## config.mk

```make
export PLATFORM = sky130hd
export DESIGN_NAME = tc_capcmp
export DESIGN_NICKNAME = d
export VERILOG_FILES = /design/src/hdl/tc_capcmp_pkg.sv /design/src/hdl/tc_capcmp.sv
export SDC_FILE = /design/constraint.sdc
export NUM_CORES = 1
export LEC_CHECK = 0
export BUFFER_PORTS_ARGS = -buffer_cell sky130_fd_sc_hd__buf_2
export CORE_UTILIZATION = 30
export DETAILED_ROUTE_END_ITERATION = 8
export SKIP_CTS_REPAIR_TIMING = 1
export SYNTH_ARGS = -nofsm -noshare
export SYNTH_HDL_FRONTEND = slang
export SYNTH_SLANG_ARGS = --single-unit
```

## constraint.sdc

```tcl
create_clock -name I_CLK -period 3.16 [get_ports I_CLK]
set_input_delay 0.316 -clock I_CLK [delete_from_list [all_inputs] [get_ports I_CLK]]
set_output_delay 0.316 -clock I_CLK [all_outputs]
set_load 0.05 [all_outputs]
```

## src/hdl/tc_capcmp_pkg.sv

```systemverilog
// Package with register map, field layout and timing constants of the capture/compare block.
//------------------------------------------------------------------------------
// Overview of operation
// [RULE1] Selected edge copies counter into capture register
// [RULE2] Capture flag set in the copy cycle
// [RULE3] Enabled flag interrupts; clears on ack or one
// [RULE4] Low-byte capture read latches the high byte
// [RULE5] Capture writes only in ceiling modes, high first
// [RULE6] Trigger source is pin or comparator output
// [RULE7] Both sources use the two-stage synchroniser
// [RULE8] Edge recognised 2.5 to 3.5 cycles late
// [RULE9] Filter changes after four equal samples
// [RULE10] Filter adds four system clock cycles
// [RULE11] Filter samples on the system clock
// [RULE12] Captures suppressed in capture-ceiling modes
// [RULE13] Port-driven pin triggers capture like external
// [RULE14] Each capture overwrites the capture register
// [RULE15] Software flips edge then clears flag
// [RULE16] Equality sets compare flag next timer tick
// [RULE17] Enabled compare flags interrupt; clear likewise
// [RULE18] Match, top and bottom feed waveform generator
// [RULE19] Compare unit A can set the ceiling
// [RULE20] PWM modes double buffer, update at top/bottom
// [RULE21] Software reaches buffer or active register
// [RULE22] Compare registers read directly, no latch
// [RULE23] Compare high byte latched, low write commits
// [RULE24] Counter write blocks next tick's matches
// [RULE25] One high-byte latch shared by all
//------------------------------------------------------------------------------
package tc_capcmp_pkg;

  //----------------------------------------------------------------------------
  // Register byte addresses (word aligned).
  //----------------------------------------------------------------------------
  localparam logic [7:0] ADDR_CTRL      = 8'h00; // Mode, edge, filter, source select.
  localparam logic [7:0] ADDR_IRQ_MASK  = 8'h04; // Interrupt enables.
  localparam logic [7:0] ADDR_FLAGS     = 8'h08; // Flags, write one to clear.
  localparam logic [7:0] ADDR_CAP_LOW   = 8'h0c; // Capture register low byte.
  localparam logic [7:0] ADDR_CAP_HIGH  = 8'h10; // Capture register high byte.
  localparam logic [7:0] ADDR_CMPA_LOW  = 8'h14; // Compare A low byte.
  localparam logic [7:0] ADDR_CMPA_HIGH = 8'h18; // Compare A high byte.
  localparam logic [7:0] ADDR_CMPB_LOW  = 8'h1c; // Compare B low byte.
  localparam logic [7:0] ADDR_CMPB_HIGH = 8'h20; // Compare B high byte.
  localparam logic [7:0] ADDR_CNT_LOW   = 8'h24; // Counter low byte (write blocks matches).
  localparam logic [7:0] ADDR_CNT_HIGH  = 8'h28; // Counter high byte (via latch).

  //----------------------------------------------------------------------------
  // Control register field positions.
  //----------------------------------------------------------------------------
  localparam int CTRL_MODE_LSB = 0; // Waveform mode select, four bits.
  localparam int CTRL_EDGE_BIT = 4; // One selects rising edge.
  localparam int CTRL_NF_BIT   = 5; // Noise filter enable.
  localparam int CTRL_ACS_BIT  = 6; // Comparator capture select.
  localparam int CTRL_OAA_LSB  = 8; // Output action of unit A, two bits.
  localparam int CTRL_OAB_LSB  = 10; // Output action of unit B, two bits.

  // Flag and enable bit positions (same in mask and flag registers).
  localparam int FLAG_CAP  = 0;
  localparam int FLAG_CMPA = 1;
  localparam int FLAG_CMPB = 2;

  //----------------------------------------------------------------------------
  // Reset values and timing.
  //----------------------------------------------------------------------------
  localparam logic [15:0] CTRL_RESET  = 16'h0000;
  localparam logic [2:0]  MASK_RESET  = 3'h0;
  localparam logic [15:0] CMP_RESET   = 16'h0000;
  localparam int          FILT_SAMPLES = 4; // Equal samples needed by the filter.
  localparam logic [1:0]  RESP_OKAY   = 2'h0;
  localparam logic [1:0]  RESP_SLVERR = 2'h2;

  // Named waveform modes; of these only MODE_CTC_CAP makes the capture register the ceiling.
  localparam logic [3:0] MODE_NORMAL   = 4'h0;
  localparam logic [3:0] MODE_CTC_A    = 4'h4;
  localparam logic [3:0] MODE_CTC_CAP  = 4'hc;

  // Signals sent to the waveform generator for each compare unit.
  typedef struct packed {
    logic       match;  // One-cycle compare match.
    logic [1:0] action; // Output action select.
  } wave_req_t;

  // State of the read channel.
  typedef enum logic [1:0] {
    RD_IDLE = 2'b00,
    RD_RESP = 2'b01
  } rd_state_t;

endpackage : tc_capcmp_pkg

```

## src/hdl/tc_capcmp.sv

```systemverilog
// Input capture and output compare units of a 16-bit timer with an AXI4-Lite slave.
`timescale 1ns/1ps

module tc_capcmp (
  // Clock and reset.
  input  wire logic                       I_CLK,
  input  wire logic                       I_RST,
  // Counter interface from the counter unit.
  input  wire logic [15:0]                I_COUNTER_VALUE,
  input  wire logic                       I_TIMER_TICK,
  input  wire logic                       I_TOP,
  input  wire logic                       I_BOTTOM,
  // Asynchronous trigger sources.
  input  wire logic                       I_CAPTURE_PIN,
  input  wire logic                       I_COMPARATOR_OUTPUT,
  // Interrupt acknowledges from the interrupt controller.
  input  wire logic                       I_CAP_IRQ_ACK,
  input  wire logic                       I_CMPA_IRQ_ACK,
  input  wire logic                       I_CMPB_IRQ_ACK,
  // AXI4-Lite write address and data.
  input  wire logic [7:0]                 I_AWADDR,
  input  wire logic                       I_AWVALID,
  output logic                            O_AWREADY,
  input  wire logic [31:0]                I_WDATA,
  input  wire logic [3:0]                 I_WSTRB,
  input  wire logic                       I_WVALID,
  output logic                            O_WREADY,
  output logic [1:0]                      O_BRESP,
  output logic                            O_BVALID,
  input  wire logic                       I_BREADY,
  // AXI4-Lite read channels.
  input  wire logic [7:0]                 I_ARADDR,
  input  wire logic                       I_ARVALID,
  output logic                            O_ARREADY,
  output logic [31:0]                     O_RDATA,
  output logic [1:0]                      O_RRESP,
  output logic                            O_RVALID,
  input  wire logic                       I_RREADY,
  // Interrupt requests, waveform generator and counter control.
  output logic                            O_CAP_IRQ,
  output logic                            O_CMPA_IRQ,
  output logic                            O_CMPB_IRQ,
  output tc_capcmp_pkg::wave_req_t        O_WAVE_A,
  output tc_capcmp_pkg::wave_req_t        O_WAVE_B,
  output logic                            O_WAVE_TOP,
  output logic                            O_WAVE_BOTTOM,
  output logic [3:0]                      O_WAVEFORM_MODE_SEL,
  output logic [15:0]                     O_CEILING,
  output logic                            O_CNT_WR,
  output logic [15:0]                     O_CNT_WDATA
);

  //----------------------------------------------------------------------------
  // Declarations.
  //----------------------------------------------------------------------------
  logic [15:0] ctrl_reg;            // Control fields.
  logic [2:0]  irq_mask_reg;        // Interrupt enables.
  logic [2:0]  flag_reg;            // Capture and compare flags.
  logic [15:0] capture_register;    // Capture timestamp or ceiling.
  logic [7:0]  high_latch_reg;      // Shared high-byte latch.
  logic [15:0] cmp_active_reg [2];  // Active compare registers.
  logic [15:0] cmp_buf_reg [2];     // Compare buffers.
  logic [1:0]  pin_sync_reg;        // Capture pin synchroniser.
  logic [1:0]  aco_sync_reg;        // Comparator synchroniser.
  logic [2:0]  filt_hist_reg;       // Last three filter samples.
  logic        filt_out_reg;        // Filtered level.
  logic        edge_prev_reg;       // Edge detector memory.
  logic [1:0]  match_pend_reg;      // Match seen, waiting for tick.
  logic        block_reg;           // Counter write blocks next tick.
  logic        aw_hold_reg;         // Write address taken.
  logic        w_hold_reg;          // Write data taken.
  logic [7:0]  aw_addr_reg;         // Held write address.
  logic [31:0] w_data_reg;          // Held write data.
  logic [3:0]  w_strb_reg;          // Held write strobes.
  tc_capcmp_pkg::rd_state_t rd_state_reg; // Read channel state.

  logic [3:0]  mode;                // Waveform mode select.
  logic        cap_ceiling_mode;    // Capture register is the ceiling.
  logic        dbl_buf;             // Compare double buffering active.
  logic        src_level;           // Selected synchronised source.
  logic        edge_in;             // Level presented to the edge detector.
  logic        cap_event;           // Qualified capture in this cycle.
  logic        wr_fire;             // Write performed this cycle.
  logic [7:0]  wr_byte;             // Low byte of the write data.
  logic        rd_fire;             // Read address taken this cycle.
  logic [1:0]  cmp_eq;              // Comparator equality per unit.
  logic [1:0]  cmp_set;             // Compare flag set pulses.

  assign mode             = ctrl_reg[tc_capcmp_pkg::CTRL_MODE_LSB +: 4];
  assign cap_ceiling_mode = (mode == tc_capcmp_pkg::MODE_CTC_CAP) ||
                            (mode == 4'he) || (mode == 4'h8) || (mode == 4'ha);
  assign dbl_buf          = (mode != tc_capcmp_pkg::MODE_NORMAL) &&
                            (mode != tc_capcmp_pkg::MODE_CTC_A) &&
                            (mode != tc_capcmp_pkg::MODE_CTC_CAP); // RULE20
  assign wr_fire          = aw_hold_reg && w_hold_reg && !O_BVALID;
  assign wr_byte          = (w_strb_reg[0]) ? w_data_reg[7:0] : 8'h00;
  assign rd_fire          = I_ARVALID && O_ARREADY;

  //----------------------------------------------------------------------------
  // Trigger path: synchroniser, optional filter, edge detector.
  //----------------------------------------------------------------------------

  // Two flip-flops per source; the pin also carries port-driven levels.
  always_ff @(posedge I_CLK) begin
    if (I_RST) begin
      pin_sync_reg <= 2'h0;
      aco_sync_reg <= 2'h0;
    end else begin
      pin_sync_reg <= {pin_sync_reg[0], I_CAPTURE_PIN};       // RULE7 RULE13
      aco_sync_reg <= {aco_sync_reg[0], I_COMPARATOR_OUTPUT}; // RULE7
    end
  end

  // Source select; a change of source may itself look like an edge.
  assign src_level = ctrl_reg[tc_capcmp_pkg::CTRL_ACS_BIT] ? aco_sync_reg[1]
                                                           : pin_sync_reg[1]; // RULE6

  // Filter samples every system clock; three held samples and the current one must agree.
  always_ff @(posedge I_CLK) begin
    if (I_RST) begin
      filt_hist_reg <= 3'h0;
      filt_out_reg  <= 1'b0;
    end else begin
      filt_hist_reg <= {filt_hist_reg[1:0], src_level};  // RULE11
      if (&{filt_hist_reg, src_level}) begin
        filt_out_reg <= 1'b1;                            // RULE9
      end else if (~|{filt_hist_reg, src_level}) begin
        filt_out_reg <= 1'b0;                            // RULE9
      end
    end
  end

  // The filtered path is four cycles longer than the direct path.
  assign edge_in = ctrl_reg[tc_capcmp_pkg::CTRL_NF_BIT] ? filt_out_reg : src_level; // RULE10

  // Edge detector and capture qualification.
  always_ff @(posedge I_CLK) begin
    if (I_RST) begin
      edge_prev_reg <= 1'b0;
    end else begin
      edge_prev_reg <= edge_in;                          // RULE8
    end
  end

  assign cap_event = !cap_ceiling_mode &&                // RULE12
                     (ctrl_reg[tc_capcmp_pkg::CTRL_EDGE_BIT] ? (edge_in && !edge_prev_reg)
                                                             : (!edge_in && edge_prev_reg));

  //----------------------------------------------------------------------------
  // Compare match and blocking after counter write.
  //----------------------------------------------------------------------------

  assign cmp_eq[0] = (I_COUNTER_VALUE == cmp_active_reg[0]); // RULE16
  assign cmp_eq[1] = (I_COUNTER_VALUE == cmp_active_reg[1]); // RULE16

  // A match found is reported at the next timer tick unless blocked.
  always_ff @(posedge I_CLK) begin
    if (I_RST) begin
      match_pend_reg <= 2'h0;
      block_reg      <= 1'b0;
    end else begin
      if (wr_fire && aw_addr_reg == tc_capcmp_pkg::ADDR_CNT_LOW) begin
        block_reg <= 1'b1;                               // RULE24
      end else if (I_TIMER_TICK) begin
        block_reg <= 1'b0;
      end
      if (I_TIMER_TICK) begin
        match_pend_reg <= block_reg ? 2'h0 : cmp_eq;     // RULE24
      end
    end
  end

  assign cmp_set = I_TIMER_TICK ? match_pend_reg : 2'h0; // RULE16

  //----------------------------------------------------------------------------
  // Flags: hardware set wins over clear by software or acknowledge.
  //----------------------------------------------------------------------------
  always_ff @(posedge I_CLK) begin
    if (I_RST) begin
      flag_reg <= 3'h0;
    end else begin
      for (int i = 0; i < 3; i++) begin
        logic set_i;
        logic clr_i;
        set_i = (i == 0) ? cap_event : cmp_set[i[0] ? 0 : 1]; // RULE2
        clr_i = (wr_fire && aw_addr_reg == tc_capcmp_pkg::ADDR_FLAGS && wr_byte[i]) ||
                ((i == 0) ? I_CAP_IRQ_ACK : (i == 1) ? I_CMPA_IRQ_ACK : I_CMPB_IRQ_ACK);
        if (set_i) begin
          flag_reg[i] <= 1'b1;
        end else if (clr_i) begin
          flag_reg[i] <= 1'b0;                           // RULE3 RULE17
        end
      end
    end
  end

  // Interrupt outputs come from flip-flops.
  always_ff @(posedge I_CLK) begin
    if (I_RST) begin
      O_CAP_IRQ  <= 1'b0;
      O_CMPA_IRQ <= 1'b0;
      O_CMPB_IRQ <= 1'b0;
    end else begin
      O_CAP_IRQ  <= flag_reg[0] && irq_mask_reg[0];     // RULE3
      O_CMPA_IRQ <= flag_reg[1] && irq_mask_reg[1];     // RULE17
      O_CMPB_IRQ <= flag_reg[2] && irq_mask_reg[2];     // RULE17
    end
  end

  //----------------------------------------------------------------------------
  // Capture register, shared latch and compare registers.
  //----------------------------------------------------------------------------
  always_ff @(posedge I_CLK) begin
    if (I_RST) begin
      capture_register <= 16'h0000;
    end else if (cap_event) begin
      capture_register <= I_COUNTER_VALUE;               // RULE1 RULE14
    end else if (wr_fire && cap_ceiling_mode &&
                 aw_addr_reg == tc_capcmp_pkg::ADDR_CAP_LOW) begin
      capture_register <= {high_latch_reg, wr_byte};     // RULE5
    end
  end

  // One latch serves counter, capture and compare accesses.
  always_ff @(posedge I_CLK) begin
    if (I_RST) begin
      high_latch_reg <= 8'h00;
    end else if (wr_fire && (aw_addr_reg == tc_capcmp_pkg::ADDR_CAP_HIGH ||
                             aw_addr_reg == tc_capcmp_pkg::ADDR_CMPA_HIGH ||
                             aw_addr_reg == tc_capcmp_pkg::ADDR_CMPB_HIGH ||
                             aw_addr_reg == tc_capcmp_pkg::ADDR_CNT_HIGH)) begin
      high_latch_reg <= wr_byte;                         // RULE23 RULE25
    end else if (rd_fire && I_ARADDR == tc_capcmp_pkg::ADDR_CAP_LOW) begin
      high_latch_reg <= capture_register[15:8];          // RULE4
    end else if (rd_fire && I_ARADDR == tc_capcmp_pkg::ADDR_CNT_LOW) begin
      high_latch_reg <= I_COUNTER_VALUE[15:8];           // RULE25
    end
  end

  // Compare registers change by software writes and, when double buffered, take the buffer at top or bottom.
  always_ff @(posedge I_CLK) begin
    if (I_RST) begin
      cmp_active_reg[0] <= tc_capcmp_pkg::CMP_RESET;
      cmp_active_reg[1] <= tc_capcmp_pkg::CMP_RESET;
      cmp_buf_reg[0]    <= tc_capcmp_pkg::CMP_RESET;
      cmp_buf_reg[1]    <= tc_capcmp_pkg::CMP_RESET;
    end else begin
      for (int u = 0; u < 2; u++) begin
        if (wr_fire && aw_addr_reg == ((u == 0) ? tc_capcmp_pkg::ADDR_CMPA_LOW
                                                : tc_capcmp_pkg::ADDR_CMPB_LOW)) begin
          if (dbl_buf) begin
            cmp_buf_reg[u] <= {high_latch_reg, wr_byte};     // RULE21 RULE23
          end else begin
            cmp_active_reg[u] <= {high_latch_reg, wr_byte};  // RULE21 RULE22
            cmp_buf_reg[u]    <= {high_latch_reg, wr_byte};
          end
        end else if (dbl_buf && (I_TOP || I_BOTTOM)) begin
          cmp_active_reg[u] <= cmp_buf_reg[u];               // RULE20
        end
      end
    end
  end

  //----------------------------------------------------------------------------
  // Waveform generator and counter outputs.
  //----------------------------------------------------------------------------
  always_ff @(posedge I_CLK) begin
    if (I_RST) begin
      O_WAVE_A            <= '0;
      O_WAVE_B            <= '0;
      O_WAVE_TOP          <= 1'b0;
      O_WAVE_BOTTOM       <= 1'b0;
      O_WAVEFORM_MODE_SEL <= 4'h0;
      O_CEILING           <= 16'hffff;
      O_CNT_WR            <= 1'b0;
      O_CNT_WDATA         <= 16'h0000;
    end else begin
      O_WAVE_A      <= '{match: cmp_set[0],
                         action: ctrl_reg[tc_capcmp_pkg::CTRL_OAA_LSB +: 2]}; // RULE18
      O_WAVE_B      <= '{match: cmp_set[1],
                         action: ctrl_reg[tc_capcmp_pkg::CTRL_OAB_LSB +: 2]}; // RULE18
      O_WAVE_TOP          <= I_TOP;
      O_WAVE_BOTTOM       <= I_BOTTOM;
      O_WAVEFORM_MODE_SEL <= mode;
      // Unit A or the capture register may set the ceiling.
      O_CEILING     <= cap_ceiling_mode ? capture_register :
                       (mode == tc_capcmp_pkg::MODE_NORMAL) ? 16'hffff
                                                            : cmp_active_reg[0]; // RULE19
      O_CNT_WR      <= wr_fire && aw_addr_reg == tc_capcmp_pkg::ADDR_CNT_LOW;
      O_CNT_WDATA   <= {high_latch_reg, wr_byte};
    end
  end

  //----------------------------------------------------------------------------
  // AXI4-Lite write channels; address and data taken in either order.
  //----------------------------------------------------------------------------
  assign O_AWREADY = !aw_hold_reg;
  assign O_WREADY  = !w_hold_reg;

  always_ff @(posedge I_CLK) begin
    if (I_RST) begin
      aw_hold_reg <= 1'b0;
      w_hold_reg  <= 1'b0;
      aw_addr_reg <= 8'h00;
      w_data_reg  <= 32'h0000_0000;
      w_strb_reg  <= 4'h0;
      O_BVALID    <= 1'b0;
      O_BRESP     <= tc_capcmp_pkg::RESP_OKAY;
    end else begin
      if (I_AWVALID && O_AWREADY) begin
        aw_hold_reg <= 1'b1;
        aw_addr_reg <= I_AWADDR;
      end
      if (I_WVALID && O_WREADY) begin
        w_hold_reg <= 1'b1;
        w_data_reg <= I_WDATA;
        w_strb_reg <= I_WSTRB;
      end
      if (wr_fire) begin
        O_BVALID <= 1'b1;
        O_BRESP  <= (aw_addr_reg > tc_capcmp_pkg::ADDR_CNT_HIGH || aw_addr_reg[1:0] != 2'h0)
                    ? tc_capcmp_pkg::RESP_SLVERR : tc_capcmp_pkg::RESP_OKAY;
      end else if (O_BVALID && I_BREADY) begin
        O_BVALID    <= 1'b0;
        aw_hold_reg <= 1'b0;
        w_hold_reg  <= 1'b0;
      end
    end
  end

  // Control and mask registers.
  always_ff @(posedge I_CLK) begin
    if (I_RST) begin
      ctrl_reg     <= tc_capcmp_pkg::CTRL_RESET;
      irq_mask_reg <= tc_capcmp_pkg::MASK_RESET;
    end else if (wr_fire) begin
      if (aw_addr_reg == tc_capcmp_pkg::ADDR_CTRL) begin
        if (w_strb_reg[0]) ctrl_reg[7:0]  <= w_data_reg[7:0];
        if (w_strb_reg[1]) ctrl_reg[15:8] <= w_data_reg[15:8];
      end
      if (aw_addr_reg == tc_capcmp_pkg::ADDR_IRQ_MASK) begin
        irq_mask_reg <= wr_byte[2:0];
      end
    end
  end

  //----------------------------------------------------------------------------
  // AXI4-Lite read channel.
  //----------------------------------------------------------------------------
  assign O_ARREADY = (rd_state_reg == tc_capcmp_pkg::RD_IDLE);

  always_ff @(posedge I_CLK) begin
    if (I_RST) begin
      rd_state_reg <= tc_capcmp_pkg::RD_IDLE;
      O_RVALID     <= 1'b0;
      O_RDATA      <= 32'h0000_0000;
      O_RRESP      <= tc_capcmp_pkg::RESP_OKAY;
    end else begin
      case (rd_state_reg)
        tc_capcmp_pkg::RD_IDLE: begin
          if (rd_fire) begin
            rd_state_reg <= tc_capcmp_pkg::RD_RESP;
            O_RVALID     <= 1'b1;
            O_RRESP      <= tc_capcmp_pkg::RESP_OKAY;
            case (I_ARADDR)
              tc_capcmp_pkg::ADDR_CTRL:      O_RDATA <= {16'h0000, ctrl_reg};
              tc_capcmp_pkg::ADDR_IRQ_MASK:  O_RDATA <= {29'h0, irq_mask_reg};
              tc_capcmp_pkg::ADDR_FLAGS:     O_RDATA <= {29'h0, flag_reg};
              tc_capcmp_pkg::ADDR_CAP_LOW:   O_RDATA <= {24'h0, capture_register[7:0]};
              tc_capcmp_pkg::ADDR_CAP_HIGH:  O_RDATA <= {24'h0, high_latch_reg}; // RULE4
              tc_capcmp_pkg::ADDR_CMPA_LOW:  O_RDATA <= {24'h0, cmp_buf_reg[0][7:0]};
              tc_capcmp_pkg::ADDR_CMPA_HIGH: O_RDATA <= {24'h0, cmp_buf_reg[0][15:8]}; // RULE22
              tc_capcmp_pkg::ADDR_CMPB_LOW:  O_RDATA <= {24'h0, cmp_buf_reg[1][7:0]};
              tc_capcmp_pkg::ADDR_CMPB_HIGH: O_RDATA <= {24'h0, cmp_buf_reg[1][15:8]}; // RULE22
              tc_capcmp_pkg::ADDR_CNT_LOW:   O_RDATA <= {24'h0, I_COUNTER_VALUE[7:0]};
              tc_capcmp_pkg::ADDR_CNT_HIGH:  O_RDATA <= {24'h0, high_latch_reg};
              default: begin
                O_RDATA <= 32'h0000_0000;
                O_RRESP <= tc_capcmp_pkg::RESP_SLVERR;
              end
            endcase
          end
        end
        tc_capcmp_pkg::RD_RESP: begin
          if (I_RREADY) begin
            rd_state_reg <= tc_capcmp_pkg::RD_IDLE;
            O_RVALID     <= 1'b0;
          end
        end
        default: begin
          rd_state_reg <= tc_capcmp_pkg::RD_IDLE;
          O_RVALID     <= 1'b0;
        end
      endcase
    end
  end

endmodule : tc_capcmp

```

---- After elaboration in Yosys (flattened, before gate mapping) ----
Memories as Yosys holds them, arrays and structs flattened.
Index checks and enable logic that the tools add are counted.
operators by class
  $lt $le $gt $ge ......................... 1
  equal/unequal tests ..................... 32
  muxes and demuxes ....................... 71
  bitwise operators ....................... 8
  reduce and logical (&&, ||, !) cells .... 66
operator list
  cell                  number
  $mux W16              12
  $pmux W16 S10         1
  $eq A8 B5 Y1 const B  8
  $eq A8 B6 Y1 const B  6
  $mux W1               46
  $eq A16 B16 Y1        2
  $eq A8 B4 Y1 const B  4
  $mux W8               4
  $logic_and A1 B1 Y1   27
  $eq A4 B4 Y1 const B  4
  $eq A8 B3 Y1 const B  2
  $logic_not A8 Y1      2
  $reduce_bool A2 Y1    7
  $mux W2               6
  $logic_or A1 B1 Y1    11
  $reduce_or A11 Y1     1
  $gt A8 B6 Y1 const B  1
  $or A1 B1 Y1          8
  $logic_not A1 Y1      6
  $reduce_and A2 Y1     3
  $reduce_and A3 Y1     2
  $logic_not A4 Y1      1
  $ne A2 B2 Y1 const B  2
  $ne A4 B3 Y1 const B  1
  11 further kinds      11
word-level totals
  bits in registers ....................... 174
  RAM bits ................................ 64
  bits of input ports ..................... 83
  output and inout port bits .............. 89
  word-level logic and storage cells ...... 219
  memories kept ........................... 2
memories
  memory          depth  bits a word  rd ports  clocked after memory_dff  write ports  line             source
  cmp_active_reg  2      16           2         0                         2            tc_capcmp.sv:61  logic [15:0] cmp_active_reg [2];
  cmp_buf_reg     2      16           2         0                         2            tc_capcmp.sv:62  logic [15:0] cmp_buf_reg [2];

---- Depth between registers and ports, before layout ----
  word-level depth ........................ 9
  mapped depth ............................ 8
  mapped depth without buffers ............ 5

---- Least setup slack after synthesis ----
No wires, ideal clock.
  path kind ............................... reg2reg
  from .................................... reg O_BVALID
  to ...................................... mem cmp_buf_reg[0][0], enable pin
  setup time .............................. 0.411 ns
  arrival time ............................ 2.380 ns
  data required time ...................... 2.749 ns
  setup slack ............................. 0.369 ns
  stages on the path, launching flop included .. 5
  buffers on the path ..................... 0
  clock period less this slack ............ 2.791 ns
  cells stage by stage .................... dfxtp_1 nand3b_1 nor2_4 nand2_1 o21ai_0
RTL lines
  element                 line              source
  from (decl)             tc_capcmp.sv:29   output logic O_BVALID,
  from (signal assigned)  tc_capcmp.sv:307  O_BVALID <= 1'b0;
  from (signal assigned)  tc_capcmp.sv:320  O_BVALID <= 1'b1;
  from (signal assigned)  tc_capcmp.sv:324  O_BVALID <= 1'b0;
  to (decl)               tc_capcmp.sv:62

==> out/metrics.cfg <==
[yosys]
synth-compound-area-share_pct=15.0
synth.avg_cell_area_sq_um=10.1
yosysTopAreaCell=dfxtp_1
synth_top_area_share_pct=33.4
synth_cell_types=71
synth_ff_type=dfxtp_1
synth_top_family_by_area=simple AND/OR/NAND/NOR gates
synthMuxAreaShare_pct=5.68
ys_seq_area_share_pct=54.2
yosys_warnings=0
synth.most_common_cell=dfxtp_1
synthXorXnorAreaFrac_pct=3.23
async_flop_share_pct=0
netlist_instances=916
synth_edf_count=64
synth_area_leaders=dfxtp_1 (33%), edfxtp_1 (21%), nand2_1 (4.7%)
ys_top_cells_by_count=dfxtp_1 (154), nand2_1 (115), nor2_1 (79)
synthSimpleGateAreaFrac_pct=17.7
synth_seq_cells=218
synthesis.area_sq_um=9230
synth_fa_ha_area_share_pct=0

[detailed_routing]
routed_via_density=5.16
postRouteAntennaNets=0
drtIter0Drc=812
wl_per_cell_um=20.2
drt_wl_total_mm=29.5
drcViolationCount=0
num_vias=7535
dr.pass1.iters=5

[finish]
area_growth_pct=20.4
final_area_sq_um=11100
final_nets=1135
fillers=3057
fin_cells=1461
drive_gt1_share_pct=20.9

[worst_hold_path]
hp-class=input port to flop

[global_routing]
antenna_found_initial=1
grt_max_degree=89
grt_pass1_vias=6916
grt_usage_pct=18.6
grt_overflow=0
grt_pass1_wl_mm=43.5

[clock_network]
cts_tree=built
clk_latency_ns=0.54
htreeDepth=1
cts_buffer_depth=3
cts.sinks=218
numCtsBuffers=25
clk_pin_slew_ns=0.06
cts_root_buf=clkbuf_16

[timing]
max_slew.worst_pin.slew_ns=0.980
fin_skew_ns=0.0109
fmax_mhz=406
finalSetupViolations=0
fin_crit_ns=2.46
final_max_slew_viol_count=0
fin_crit_sh_pct=77.9
holdWs_ns=-0.0115
tns_ns=0
rsz0062_at_grt=false
hold_viol=1
slew_headroom_pct=33.8

[placed_design]
dpl.hpwl_mm=21.2
place_area_sq_um=10300
portBuffers=135
dp.cells=1413
gp_congestion=0.905

[floorplanning]
std_cell_rows=63
dieWidth_um=177
die_y_um=177
initial_utilization_pct=30.8
fp.coreArea_sq_um=30000
io_pins=172
die_area_sq_um=31500

[pwr]
vdd.ir_drop.worst_v=0.000339
cellLeakagePower_nw=4.42
powerDensity_nw_per_um2=567

[critical_path]
crit_arrival_ns=2.61
cp.required_ns=3.31
crit_type=flop to flop
cp-start-kind=flop
crit_fanout=16
end_kind=flop

[flow_run]
maxCapViolCount=0

[run_status]
violations=hold timing
status=complete, but fails checks

[where the power goes]
group / total [W] / switching (W) / internal [W]
Combinational: 0.000440 / 0.000308 / 0.000132
Sequential: 0.00300 / 0.0000570 / 0.00294
Clock: 0.00286 / 0.00119 / 0.00167
[critical path: stages (launching register included)]
cell and delay (ns):
dfxtp_1 0.32, nor4_1 0.56, nand4_1 0.29, nor2b_1 0.22, or3_1 0.69
[cell families (layout without fill, tap and decap cells)]
logic type                after synthesis  after routing
DFF                                   218            218
xor gates and xnor gates               34             34
muxes                                  49             49
and+or+nand+nor                       329            329
buffers and inverters                  77            214
other                                   1             19
AOI/OAI and AO/OA                     208            208
[metal layers]
metal	GRT usage [%]	routed length, um	up-vias
met2	29.5	13400	380
li1	-	-	3513
met3	4.16	2980	51
met5	0	0	-
met1	25.1	12400	3591
met4	5.38	749	0
[final timing paths]
path                            slack, ns            start  cells after the start              endpoint
worst min register to register       0.44  pin_sync_reg[0]                      1       pin_sync_reg[1]
worst max-delay path                 0.70   aw_addr_reg[0]                      4  cmp_active_reg[1][6]
worst max register to register       0.70   aw_addr_reg[0]                      4  cmp_active_reg[1][6]
worst min-delay path                -0.01        I_AWVALID                      2           aw_hold_reg
[layout make-up]
class | instances | area [sq um] | share of cell area, %
clock inverters | 10 | 97.6 | 0.879
diodes | 1 | 2.50 | 0.0225
multi-input cells | 638 | 3910 | 35.2
clock buffers | 35 | 714 | 6.43
well taps | 390 | 488 | 4.39
inverters | 13 | 48.8 | 0.439
flip-flops and latches | 218 | 5000 | 45.1
repair buffers | 156 | 841 | 7.57
[stage by stage]
stage	setup WS (ns)	power, W	hold WS (ns)	utilization (%)
floorplan	0.369	0.00334	0.414	-
global placement	0.729	0.00349	0.433	34.3
detailed placement	0.668	0.00349	0.432	34.3
CTS	0.708	0.00635	-0.0300	37.0
global route	0.471	0.00651	0.00277	37.1
finish	0.700	0.00630	-0.0115	37.1
[placed cells by master, fill, tap and decap left out, types with 3 or more instances in the layout]
master	count
o21ai_1	3
a221oi_1	8
o21ai_0	38
a22oi_1	26
mux2_2	13
conb_1	18
a31o_2	3
edfxtp_1	64
xor2_1	26
and3_1	6
xnor2_1	8
o22ai_1	23
and2_1	20
nor4_1	8
dfxtp_1	154
nand2b_1	13
inv_1	13
a21oi_1	57
nor2b_1	35
nand3_1	11
nor3b_1	4
clkinv_2	5
nand2_1	115
nor3_1	7
or3_1	3
clkbuf_8	3
nand4_1	6
mux2i_1	34
a32oi_1	6
buf_4	20
a22o_1	20
clkbuf_16	26
nor2_1	79
buf_2	134
clkbuf_1	6
Note: power is estimated with default switching activity, not from simulation.
